[config.mk]
export PLATFORM = sky130hd
export DESIGN_NAME = tmcr_regs
export DESIGN_NICKNAME = d
export VERILOG_FILES = /design/src/logic/tmcr_pkg.sv /design/src/logic/tmcr_fmt_if.sv /design/src/logic/tmcr_fmt.sv /design/src/logic/tmcr_regs.sv
export SDC_FILE = /design/constraint.sdc
export NUM_CORES = 1
export LEC_CHECK = 0
export CORE_MARGIN = 2
export CORE_UTILIZATION = 39
export DETAILED_ROUTE_END_ITERATION = 16
export DONT_BUFFER_PORTS = 1
export HOLD_SLACK_MARGIN = 0.06
export PLACE_DENSITY = 0.66
export SYNTH_ARGS = -nofsm -noshare
export SYNTH_HDL_FRONTEND = slang
export SYNTH_SLANG_ARGS = --single-unit
export TNS_END_PERCENT = 50
[constraint.sdc]
create_clock -name mclk -period 2 [get_ports mclk]
set_input_delay 0.1 -clock mclk [delete_from_list [all_inputs] [get_ports mclk]]
set_output_delay 0.1 -clock mclk [all_outputs]
set_load 0.05 [all_outputs]
[src/logic/tmcr_pkg.sv]
package tmcr_pkg;
  // ----------------------------------------------------------------
  // Register offsets
  // ----------------------------------------------------------------
  localparam logic [7:0] LOCAL_TEMP_ADDR = 8'h00;
  localparam logic [7:0] REMOTE_HI_ADDR = 8'h01;
  localparam logic [7:0] CFG_RD_ADDR = 8'h03;
  localparam logic [7:0] CFG_WR_ADDR = 8'h09;
  localparam logic [7:0] REMOTE_LO_ADDR = 8'h10;
  localparam int REG_COUNT = 22;

  // ----------------------------------------------------------------
  // Reset values
  // ----------------------------------------------------------------
  localparam logic [7:0] PTR_RESET = 8'h00;
  localparam logic [7:0] TEMP_RESET = 8'h00;
  localparam logic [7:0] CFG_RESET = 8'h00;
  localparam logic [7:0] UNMAPPED_READ = 8'h00;

  // ----------------------------------------------------------------
  // Configuration field positions
  // ----------------------------------------------------------------
  localparam int CFG_MASK_BIT = 7;
  localparam int CFG_STANDBY_BIT = 6;
  localparam int CFG_PIN_SEL_BIT = 5;
  localparam int CFG_RANGE_BIT = 2;
  // Only these bits are stored; reserved bits read back as zero
  localparam logic [7:0] CFG_USED_MASK = 8'hE4;

  // ----------------------------------------------------------------
  // Result coding, in quarter degrees
  // ----------------------------------------------------------------
  localparam int RAW_W = 11;
  localparam logic [11:0] EXT_OFFSET_Q = 12'h100;
  localparam logic [11:0] DEF_MAX_Q = 12'h1FC;
  localparam logic [11:0] EXT_MAX_Q = 12'h3FF;
  localparam int LO_FRAC_BITS = 2;
endpackage

[src/logic/tmcr_fmt_if.sv]
`timescale 1ns/100ps
// Carries one raw result to the coder and the coded bytes back
interface tmcr_fmt_if;
  logic [tmcr_pkg::RAW_W-1:0] raw;
  logic ext;
  logic [7:0] hi;
  logic [7:0] lo;
  modport user (output raw, output ext, input hi, input lo);
  modport coder (input raw, input ext, output hi, output lo);
endinterface

[src/logic/tmcr_fmt.sv]
`timescale 1ns/100ps
module tmcr_fmt (
  tmcr_fmt_if.coder f
);
  // ----------------------------------------------------------------
  // Scale select and clamp
  // ----------------------------------------------------------------
  // Offset binary adds 64 degrees so the whole span stays positive
  wire logic signed [11:0] raw_sx = {f.raw[tmcr_pkg::RAW_W-1], f.raw};
  wire logic signed [11:0] biased = f.ext ?
    raw_sx + $signed(tmcr_pkg::EXT_OFFSET_Q) : raw_sx;
  wire logic [11:0] top_q = f.ext ? tmcr_pkg::EXT_MAX_Q :
    tmcr_pkg::DEF_MAX_Q;
  wire logic below = biased < 0;
  wire logic above = !below && ($unsigned(biased) > top_q);
  // Clamping in the default scale returns 0 or 127 whole degrees
  wire logic [11:0] coded = below ? 12'h000 :
    above ? top_q : $unsigned(biased);
  assign f.hi = coded[9:2];
  // Low byte is left justified, six lower bits always zero
  assign f.lo = {coded[1:0], 6'h00};
endmodule

[src/logic/tmcr_regs.sv]
`timescale 1ns/100ps
// How it works
// - Configuration bit 2 selects default or extended range
// - First result after range change needs a new conversion start
// - Extended registers cover -64 to +191 degrees
// - Shorted remote diode keeps last good result
// - Binary by default, offset-64 binary when extended
// - Default range clamps negative readings to zero
// - Default range clamps readings above 127 to 127
// - Range switch changes format; limits are untouched
// - Twenty-two eight-bit registers in the map
// - First write byte loads the address pointer
// - Second byte writes pointed register; else reads
// - Pointer resets to zero, selecting local temperature
// - Temperature registers converter-written, read-only, reset zero
// - Config read at one address, written another
// - Alert mask bit gates alert, not second overtemp
// - Standby bit stops conversions when set
// - Register access continues normally during standby
// - Pin outputs stay live and follow writes
// - Pin function bit picks alert or second overtemp
// - Remote low byte holds two fraction bits
module tmcr_regs (
  input wire logic mclk,
  input wire logic reset,
  input wire logic ce,
  input wire logic smb_wr_valid,
  input wire logic smb_wr_first,
  input wire logic [7:0] smb_wr_data,
  input wire logic smb_rd_req,
  output logic [7:0] smb_rd_data,
  output logic smb_rd_valid,
  input wire logic conv_start,
  input wire logic conv_done,
  input wire logic conv_remote,
  input wire logic conv_short,
  input wire logic [tmcr_pkg::RAW_W-1:0] conv_temp,
  input wire logic alert_req,
  input wire logic overtemp_comparator_output_req,
  input wire logic second_overtemp_output_req,
  output logic conv_run,
  output logic range_ext,
  output logic pin6_o,
  output logic pin6_oe,
  output logic overtemp_comparator_output_o,
  output logic overtemp_comparator_output_oe
);
  // ----------------------------------------------------------------
  // State
  // ----------------------------------------------------------------
  logic [7:0] ptr_reg;
  logic [7:0] ptr_next;
  logic [7:0] cfg_reg;
  logic [7:0] cfg_next;
  logic [7:0] local_reg;
  logic [7:0] local_next;
  logic [7:0] rhi_reg;
  logic [7:0] rhi_next;
  logic [7:0] rlo_reg;
  logic [7:0] rlo_next;
  logic stale_reg;
  logic stale_next;
  logic [7:0] rd_data_next;

  tmcr_fmt_if fmt ();

  tmcr_fmt u_fmt (
    .f(fmt)
  );

  // ----------------------------------------------------------------
  // Write path decode
  // ----------------------------------------------------------------
  // Byte after the first goes to whatever the pointer names
  wire logic ptr_load = smb_wr_valid && smb_wr_first;
  wire logic data_wr = smb_wr_valid && !smb_wr_first;
  // Only the write alias of the configuration is writable
  wire logic cfg_wr = data_wr && (ptr_reg == tmcr_pkg::CFG_WR_ADDR);

  // Pointer is only touched by a first byte, otherwise kept
  assign ptr_next = ptr_load ? smb_wr_data : ptr_reg;
  // Reserved bits are dropped so they always read as zero
  assign cfg_next = cfg_wr ?
    (smb_wr_data & tmcr_pkg::CFG_USED_MASK) : cfg_reg;

  // ----------------------------------------------------------------
  // Configuration fields
  // ----------------------------------------------------------------
  wire logic cfg_mask = cfg_reg[tmcr_pkg::CFG_MASK_BIT];
  wire logic cfg_standby = cfg_reg[tmcr_pkg::CFG_STANDBY_BIT];
  wire logic cfg_pin_sel = cfg_reg[tmcr_pkg::CFG_PIN_SEL_BIT];
  wire logic cfg_range = cfg_reg[tmcr_pkg::CFG_RANGE_BIT];

  assign range_ext = cfg_range;
  // Standby halts the converter but not the register access
  assign conv_run = !cfg_standby;

  // ----------------------------------------------------------------
  // Shared pin and overtemp pin, open drain
  // ----------------------------------------------------------------
  // Combinational so a write in standby is seen at once
  wire logic alert_drive = alert_req && !cfg_mask;
  assign pin6_oe = cfg_pin_sel ? second_overtemp_output_req : alert_drive;
  assign pin6_o = 1'b0;
  assign overtemp_comparator_output_oe = overtemp_comparator_output_req;
  assign overtemp_comparator_output_o = 1'b0;

  // ----------------------------------------------------------------
  // Result capture
  // ----------------------------------------------------------------
  // A change of range marks the running conversion stale; its
  // result mixes scales, so it is thrown away until a new one
  // starts. Costs one conversion of latency, never a bad code.
  wire logic range_flip = cfg_wr &&
    (smb_wr_data[tmcr_pkg::CFG_RANGE_BIT] != cfg_range);
  assign stale_next = range_flip ? 1'b1 :
    (conv_start ? 1'b0 : stale_reg);

  wire logic result_ok = conv_done && !stale_reg && !cfg_standby;
  wire logic local_upd = result_ok && !conv_remote;
  // A shorted diode would produce junk; last good value stays
  wire logic remote_upd = result_ok && conv_remote && !conv_short;

  // The coder always works in the currently selected scale
  assign fmt.raw = conv_temp;
  assign fmt.ext = cfg_range;

  assign local_next = local_upd ? fmt.hi : local_reg;
  assign rhi_next = remote_upd ? fmt.hi : rhi_reg;
  assign rlo_next = remote_upd ? fmt.lo : rlo_reg;

  // ----------------------------------------------------------------
  // Read path
  // ----------------------------------------------------------------
  // Other registers of the map live in neighbouring blocks; any
  // address not held here answers with zero
  assign rd_data_next =
    (ptr_reg == tmcr_pkg::LOCAL_TEMP_ADDR) ? local_reg :
    (ptr_reg == tmcr_pkg::REMOTE_HI_ADDR) ? rhi_reg :
    (ptr_reg == tmcr_pkg::REMOTE_LO_ADDR) ? rlo_reg :
    (ptr_reg == tmcr_pkg::CFG_RD_ADDR) ? cfg_reg :
    tmcr_pkg::UNMAPPED_READ;

  // ----------------------------------------------------------------
  // Registers
  // ----------------------------------------------------------------
  // Pointer and configuration
  always_ff @(posedge mclk or posedge reset) begin
    if (reset) begin
      ptr_reg <= tmcr_pkg::PTR_RESET;
      cfg_reg <= tmcr_pkg::CFG_RESET;
      stale_reg <= 1'b0;
    end else if (ce) begin
      ptr_reg <= ptr_next;
      cfg_reg <= cfg_next;
      stale_reg <= stale_next;
    end
  end

  // Temperature values, written only by the converter side
  always_ff @(posedge mclk or posedge reset) begin
    if (reset) begin
      local_reg <= tmcr_pkg::TEMP_RESET;
      rhi_reg <= tmcr_pkg::TEMP_RESET;
      rlo_reg <= tmcr_pkg::TEMP_RESET;
    end else if (ce) begin
      local_reg <= local_next;
      rhi_reg <= rhi_next;
      rlo_reg <= rlo_next;
    end
  end

  // Read answer one cycle after the request, standby or not
  always_ff @(posedge mclk or posedge reset) begin
    if (reset) begin
      smb_rd_data <= 8'h00;
      smb_rd_valid <= 1'b0;
    end else if (ce) begin
      smb_rd_valid <= smb_rd_req;
      if (smb_rd_req) begin
        smb_rd_data <= rd_data_next;
      end
    end
  end
endmodule

* After elaboration in Yosys (flattened, before gate mapping)
Index checks and enable logic that the tools add are counted.
** Operators by class
- Shift operators :: 0
- Div/mod/pow operators :: 0
- Order comparisons :: 2
- $add $sub $neg :: 1
- Bitwise logic cells :: 0
- Muxes and demuxes :: 11
- Eq/ne operators :: 5
- Reduce and logical (&&, ||, !) cells :: 26
- $mul :: 0
** Operator list (count)
- $mux W8 :: 4
- $mux W10 :: 3
- $add A11 B10 Y12 const B :: 1
- $gt A12 B10 Y1 :: 1
- $lt A12 B1 Y1 const B :: 1
- $mux W12 :: 1
- $reduce_and A2 Y1 :: 6
- $logic_and A1 B1 Y1 :: 11
- $eq A8 B1 Y1 const B :: 1
- $eq A8 B2 Y1 const B :: 1
- $eq A8 B4 Y1 const B :: 1
- $eq A8 B5 Y1 const B :: 1
- $logic_not A8 Y1 :: 1
- $logic_not A1 Y1 :: 7
- $mux W1 :: 3
- $reduce_bool A2 Y1 :: 1
- $ne A1 B1 Y1 :: 1
** Word-level totals
- Word-level logic and storage cells :: 53
- Latch bits :: 0
- RAM bits :: 0
- ROM bits :: 0
- Input bits :: 32
- Memories :: 0
- Output and inout port bits :: 15
- Bits in registers :: 40

* Longest topological paths before layout
- Depth in word-level cells :: 7
- Depth in mapped cells :: 7
- Depth with buffers taken out :: 7

* Hierarchy
Synthesis repeated with hierarchy kept, for this count alone.
** Second synthesis, totals
- Cells, all modules :: 224
- Area total of the unflattened synthesis :: 2474.9 µm²
** By module, submodules not included
- tmcr_regs :: area each 2067.0 µm², cells each 169, seq. area each 1151.1 µm², instances 1
- tmcr_fmt :: area each 407.9 µm², cells each 55, seq. area each 0.0 µm², instances 1

* Worst setup path before layout
OpenSTA, ideal clock, no wires.
- Path type :: register to register
- Start :: reg cfg_reg[2]
- End :: reg rhi_reg[2]
- Path buffers :: 1
- Arrival :: 2.260 ns
- Stages on the path, launching flop included :: 8
- Data required time :: 1.875 ns
- Setup slack :: -0.385 ns
- Path through :: dfrtp_1 > buf_1 > inv_1 > ha_1 > a21o_1 > a41o_1 > o21a_1 > mux2_2
** Between the ends
- Cells in the longest elaborated chain, start to end :: 6
- Elaborated cells on any way between the ends :: 8
** RTL lines
- start: declaration :: RTL line tmcr_regs.sv:53 : logic [7:0] cfg_reg;
- start signal: assignment :: RTL line tmcr_regs.sv:151 : cfg_reg <= tmcr_pkg::CFG_RESET;
- start signal: assignment :: RTL line tmcr_regs.sv:155 : cfg_reg <= cfg_next;
- $mux W12 :: RTL line tmcr_fmt.sv:10 : wire logic signed [11:0] biased = f.ext ?
- $lt A12 B1 Y1 :: RTL line tmcr_fmt.sv:14 : wire logic below = biased < 0;
- $logic_not A1 Y1 :: RTL line tmcr_fmt.sv:15 : wire logic above = !below && ($unsigned(biased) > top_q);
- $logic_and A1 B1 Y1 :: RTL line tmcr_fmt.sv:15
- $mux W10 :: RTL line tmcr_fmt.sv:18 : above ? top_q : $unsigned(biased);
- $mux W10 * :: RTL line tmcr_fmt.sv:17 : wire logic [11:0] coded = below ? 12'h000 :
- end signal: assignment :: RTL line tmcr_regs.sv:164 : rhi_reg <= tmcr_pkg::TEMP_RESET;
- end signal: assignment :: RTL line tmcr_regs.sv:168 : rhi_reg <= rhi_next;
- end: declaration :: RTL line tmcr_regs.sv:57 : logic [7:0] rhi_reg;
Mark *: on every way between the ends. The rest lies on a longest branch, timed or not.
A chain may end at the register's enable or synchronous reset.

* Worst setup path after layout
- Start :: reg ptr_reg[7]
- End :: reg cfg_reg[5]
** Between the ends
- Cells in the longest elaborated chain, start to end :: 3
** RTL lines
- start: declaration :: RTL line tmcr_regs.sv:51 : logic [7:0] ptr_reg;
- start signal: assignment :: RTL line tmcr_regs.sv:150 : ptr_reg <= tmcr_pkg::PTR_RESET;
- start signal: assignment :: RTL line tmcr_regs.sv:154 : ptr_reg <= ptr_next;
- $eq A8 B4 Y1 :: RTL line tmcr_regs.sv:78 : wire logic cfg_wr = data_wr && (ptr_reg == tmcr_pkg::CFG_WR_ADDR);
- $logic_and A1 B1 Y1 :: RTL line tmcr_regs.sv:78
- $reduce_and A2 Y1 (no source line)
No other way between the ends.

==> results.md <==
* Status: complete, but fails checks
* Failing checks: hold timing, setup timing
* Via/cell ratio at 5.44
* Buffers on Ports at 0
* GRT Util Overall at 0.171
* Maxcap violations at 0
* First-pass GRT wire length at slightly above 8000 um
* Drt first pass iters at 4
* Mapped Avg Cell Area at slightly above 10 um^2
* Ratio of cells with drive above 1 in the final layout at 0.225
* Power Total at around 2000 uW
* Reg2reg start: ptr_reg[7]
* Wire per inst at 16.2 um
* Register area share after synthesis at 0.468
* Fin. Hold Viols at 1
* # rows at 26
* Top FF cell, synth: dfrtp_1
* Synth unique cells at 49
* CTS Hold Bufs at 12
* Worst setup EP type: flop
* Detailed-route wire length at around 4900 um
* Core Area at approximately 5200 um^2
* Skew final at approximately 0.007 ns
* Area of the multi-input gates at about 1000 um^2
* Vias in the first global route at ~1600
* # nets final at 265
* IO Pins at between 40 and 50
* H-tree Lvls at 2
* RSZ-0062 raised after global routing: yes
* Fmax at slightly below 500 MHz
* Die X at slightly below 80 um
* Flops & latches, synth at 40
* DR iter-0 viols at between 100 and 150
* Placed Cells at about 280
* Area delta synth->final at 19.4%
* Max transition margin at 0.663
* Final cell count without fillers at ~300
* Initial antenna violation count at 0
* Power per cell area at approximately 790 nW/um^2
* Via count at 1637
* Final Wtd Congestion at just under 0.8
* Clock-pin slew on the worst setup and hold paths at around 0.080 ns
* Fin crit share at 1.01
* Peak supply drop at roughly 440 uV
* Chip height at 78.0 um
* Crit path DAT at between 2 and 2.5 ns
* Setup ws final at -0.0120 ns
* CTS tree: done
* Most frequent cells in the layout: 39 x dfrtp_1, 26 x nand2_1, 16 x mux2_2, 16 x inv_1, 15 x o21ai_0
* Later-pin clock latency in the skew report at roughly 0.29 ns
* Post-synth ARST share at 1.00
* Max clock buf depth at 2
* WP data required at roughly 2.2 ns
* CTS Root Cell: clkbuf_8
* Number of CTS-inserted buffers at 5
* Die area at roughly 6100 um^2
* Number of enable flip-flop cells after synthesis at 0
* Worst hold path startpoint: smb_wr_data[5]
* ANT cells at 0
* Post-DP HPWL at 3600 um
* Fill cells at ~500
* GRT overflow at 0
* Post-Syn Area at around 2100 um^2
* Crit-path max FO at 3
* Minimum clock period at ~2 ns
* Starting density of the core at 0.411
* DRC violations left at 0
* Count of yosys warnings during synthesis at 0
* Largest net degree at the start of global routing at slightly above 40
* CP startpoint: ptr_reg[7]
* Hold Slack at -0.0299 ns
* Worst setup SP type: flop
* Critical path class: flop to flop
* Hold crit path type: input pin to flop
* Mapped Cells at 206
* P_leak at around 0.0011 uW
* Register area at 1000 um^2
* # setup viols final at 2
* CTS Sinks at 40
* Worst-Margin Slew at 0.505 ns
* Pre-CTS setup slack at between 0.015 and 0.02 ns
* Final Max Slew Viols at 0
* Routed Antenna Nets at 0
* Commonest non-fill, non-tap cell in the layout: dfrtp_1
synthesized netlist by cell type, types with 2 or more instances:
cell type   n  share of area
o21a_1      2         0.0070
a21o_1      3          0.011
nand2_1    26          0.046
o21ai_0    16          0.037
o41ai_1     3          0.012
dfrtp_1    40           0.47
nor4_2      3          0.018
and3_1      2         0.0059
nand3_1     5          0.012
buf_4       3          0.011
o211ai_1    2         0.0070
nand2b_1    2         0.0059
nor2_1      4         0.0070
xor2_1      2         0.0082
mux2_2     16          0.084
nand4_1     3         0.0088
o21ai_1     4         0.0094
a22oi_1     6          0.021
mux2i_1     4          0.019
clkbuf_1    5         0.0088
ha_1        3          0.018
a21oi_1     8          0.019
inv_1      16          0.028
buf_1       2         0.0035
or3_1       2         0.0059
cell families (layout without fill, tap and decap cells):
group | count (synthesis) | in the layout | synth area share
and+or+nand+nor | 58 | 58 | 0.156
AOI/OAI and AO/OA | 55 | 55 | 0.190
DFF | 40 | 40 | 0.468
buffers and inverters | 26 | 50 | 0.0509
muxes | 20 | 20 | 0.103
adders and majority gates | 3 | 3 | 0.0176
xor gates and xnor gates | 3 | 3 | 0.0123
other | 1 | 2 | 0.00175
report_power, final:
| part | total, uW | internal, uW | switching, uW |
|---|---|---|---|
| clock | 714 | 440 | 274 |
| combinational | 372 | 164 | 208 |
| sequential | 928 | 860 | 67.7 |
| total | 2010 | 1460 | 550 |
worst max-delay path, stage by stage, from the launching register on:
cell,delay (ns)
dfrtp_1,0.37
or3_1,0.40
or4b_4,0.54
nor3_4,0.23
mux2_2,0.36
layout make-up:
cell class,count,share of cell area
multi-input cells,141,0.411
flip-flops and latches,40,0.393
repair buffers,26,0.0883
clock buffers,7,0.0378
well taps,70,0.0343
inverters,16,0.0235
clock inverters,1,0.0118
final timing paths:
kind / to / depth (start not counted) / slack [ns]
worst max-delay path: cfg_reg[5] / 4 / -0.01
worst min-delay path: cfg_reg[5] / 1 / -0.03
worst max register to register: cfg_reg[5] / 4 / -0.01
worst min register to register: rhi_reg[4] / 2 / 0.49
max in group asynchronous: cfg_reg[2] / 3 / 1.25
min in group asynchronous: smb_rd_data[3] / 3 / 0.38
metal layers:
layer | GRT usage | part of all wire | up-vias
met4 | 0.0474 | 0.016 | 0
li1 | - | - | 783
met5 | 0 | 0 | -
met1 | 0.208 | 0.43 | 807
met3 | 0.0529 | 0.043 | 6
met2 | 0.294 | 0.51 | 41
per-stage QoR:
| step | util | instance area, um^2 | setup TNS, ns | hold WS (ns) |
|---|---|---|---|---|
| 2_1_floorplan | - | 2160 | 0 | 0.208 |
| 3_3_place_gp | 0.442 | 2300 | 0 | 0.149 |
| 3_5_place_dp | 0.442 | 2300 | 0 | 0.148 |
| 4_1_cts | 0.489 | 2540 | -0.00201 | -0.0373 |
| 5_1_grt | 0.490 | 2550 | -0.175 | -0.0493 |
| 6_report | 0.490 | 2550 | -0.0192 | -0.0299 |
what timing repair did:
item | in CTS | in global routing
buffers inserted | 0 | 0
resized for setup | 0 | 1
setup endpoints to repair | 1 | 7
endpoints found under the hold margin | 55 | 1
gates cloned | 0 | 0
pin swaps | 0 | 0
(Power assumes the default switching activity.)
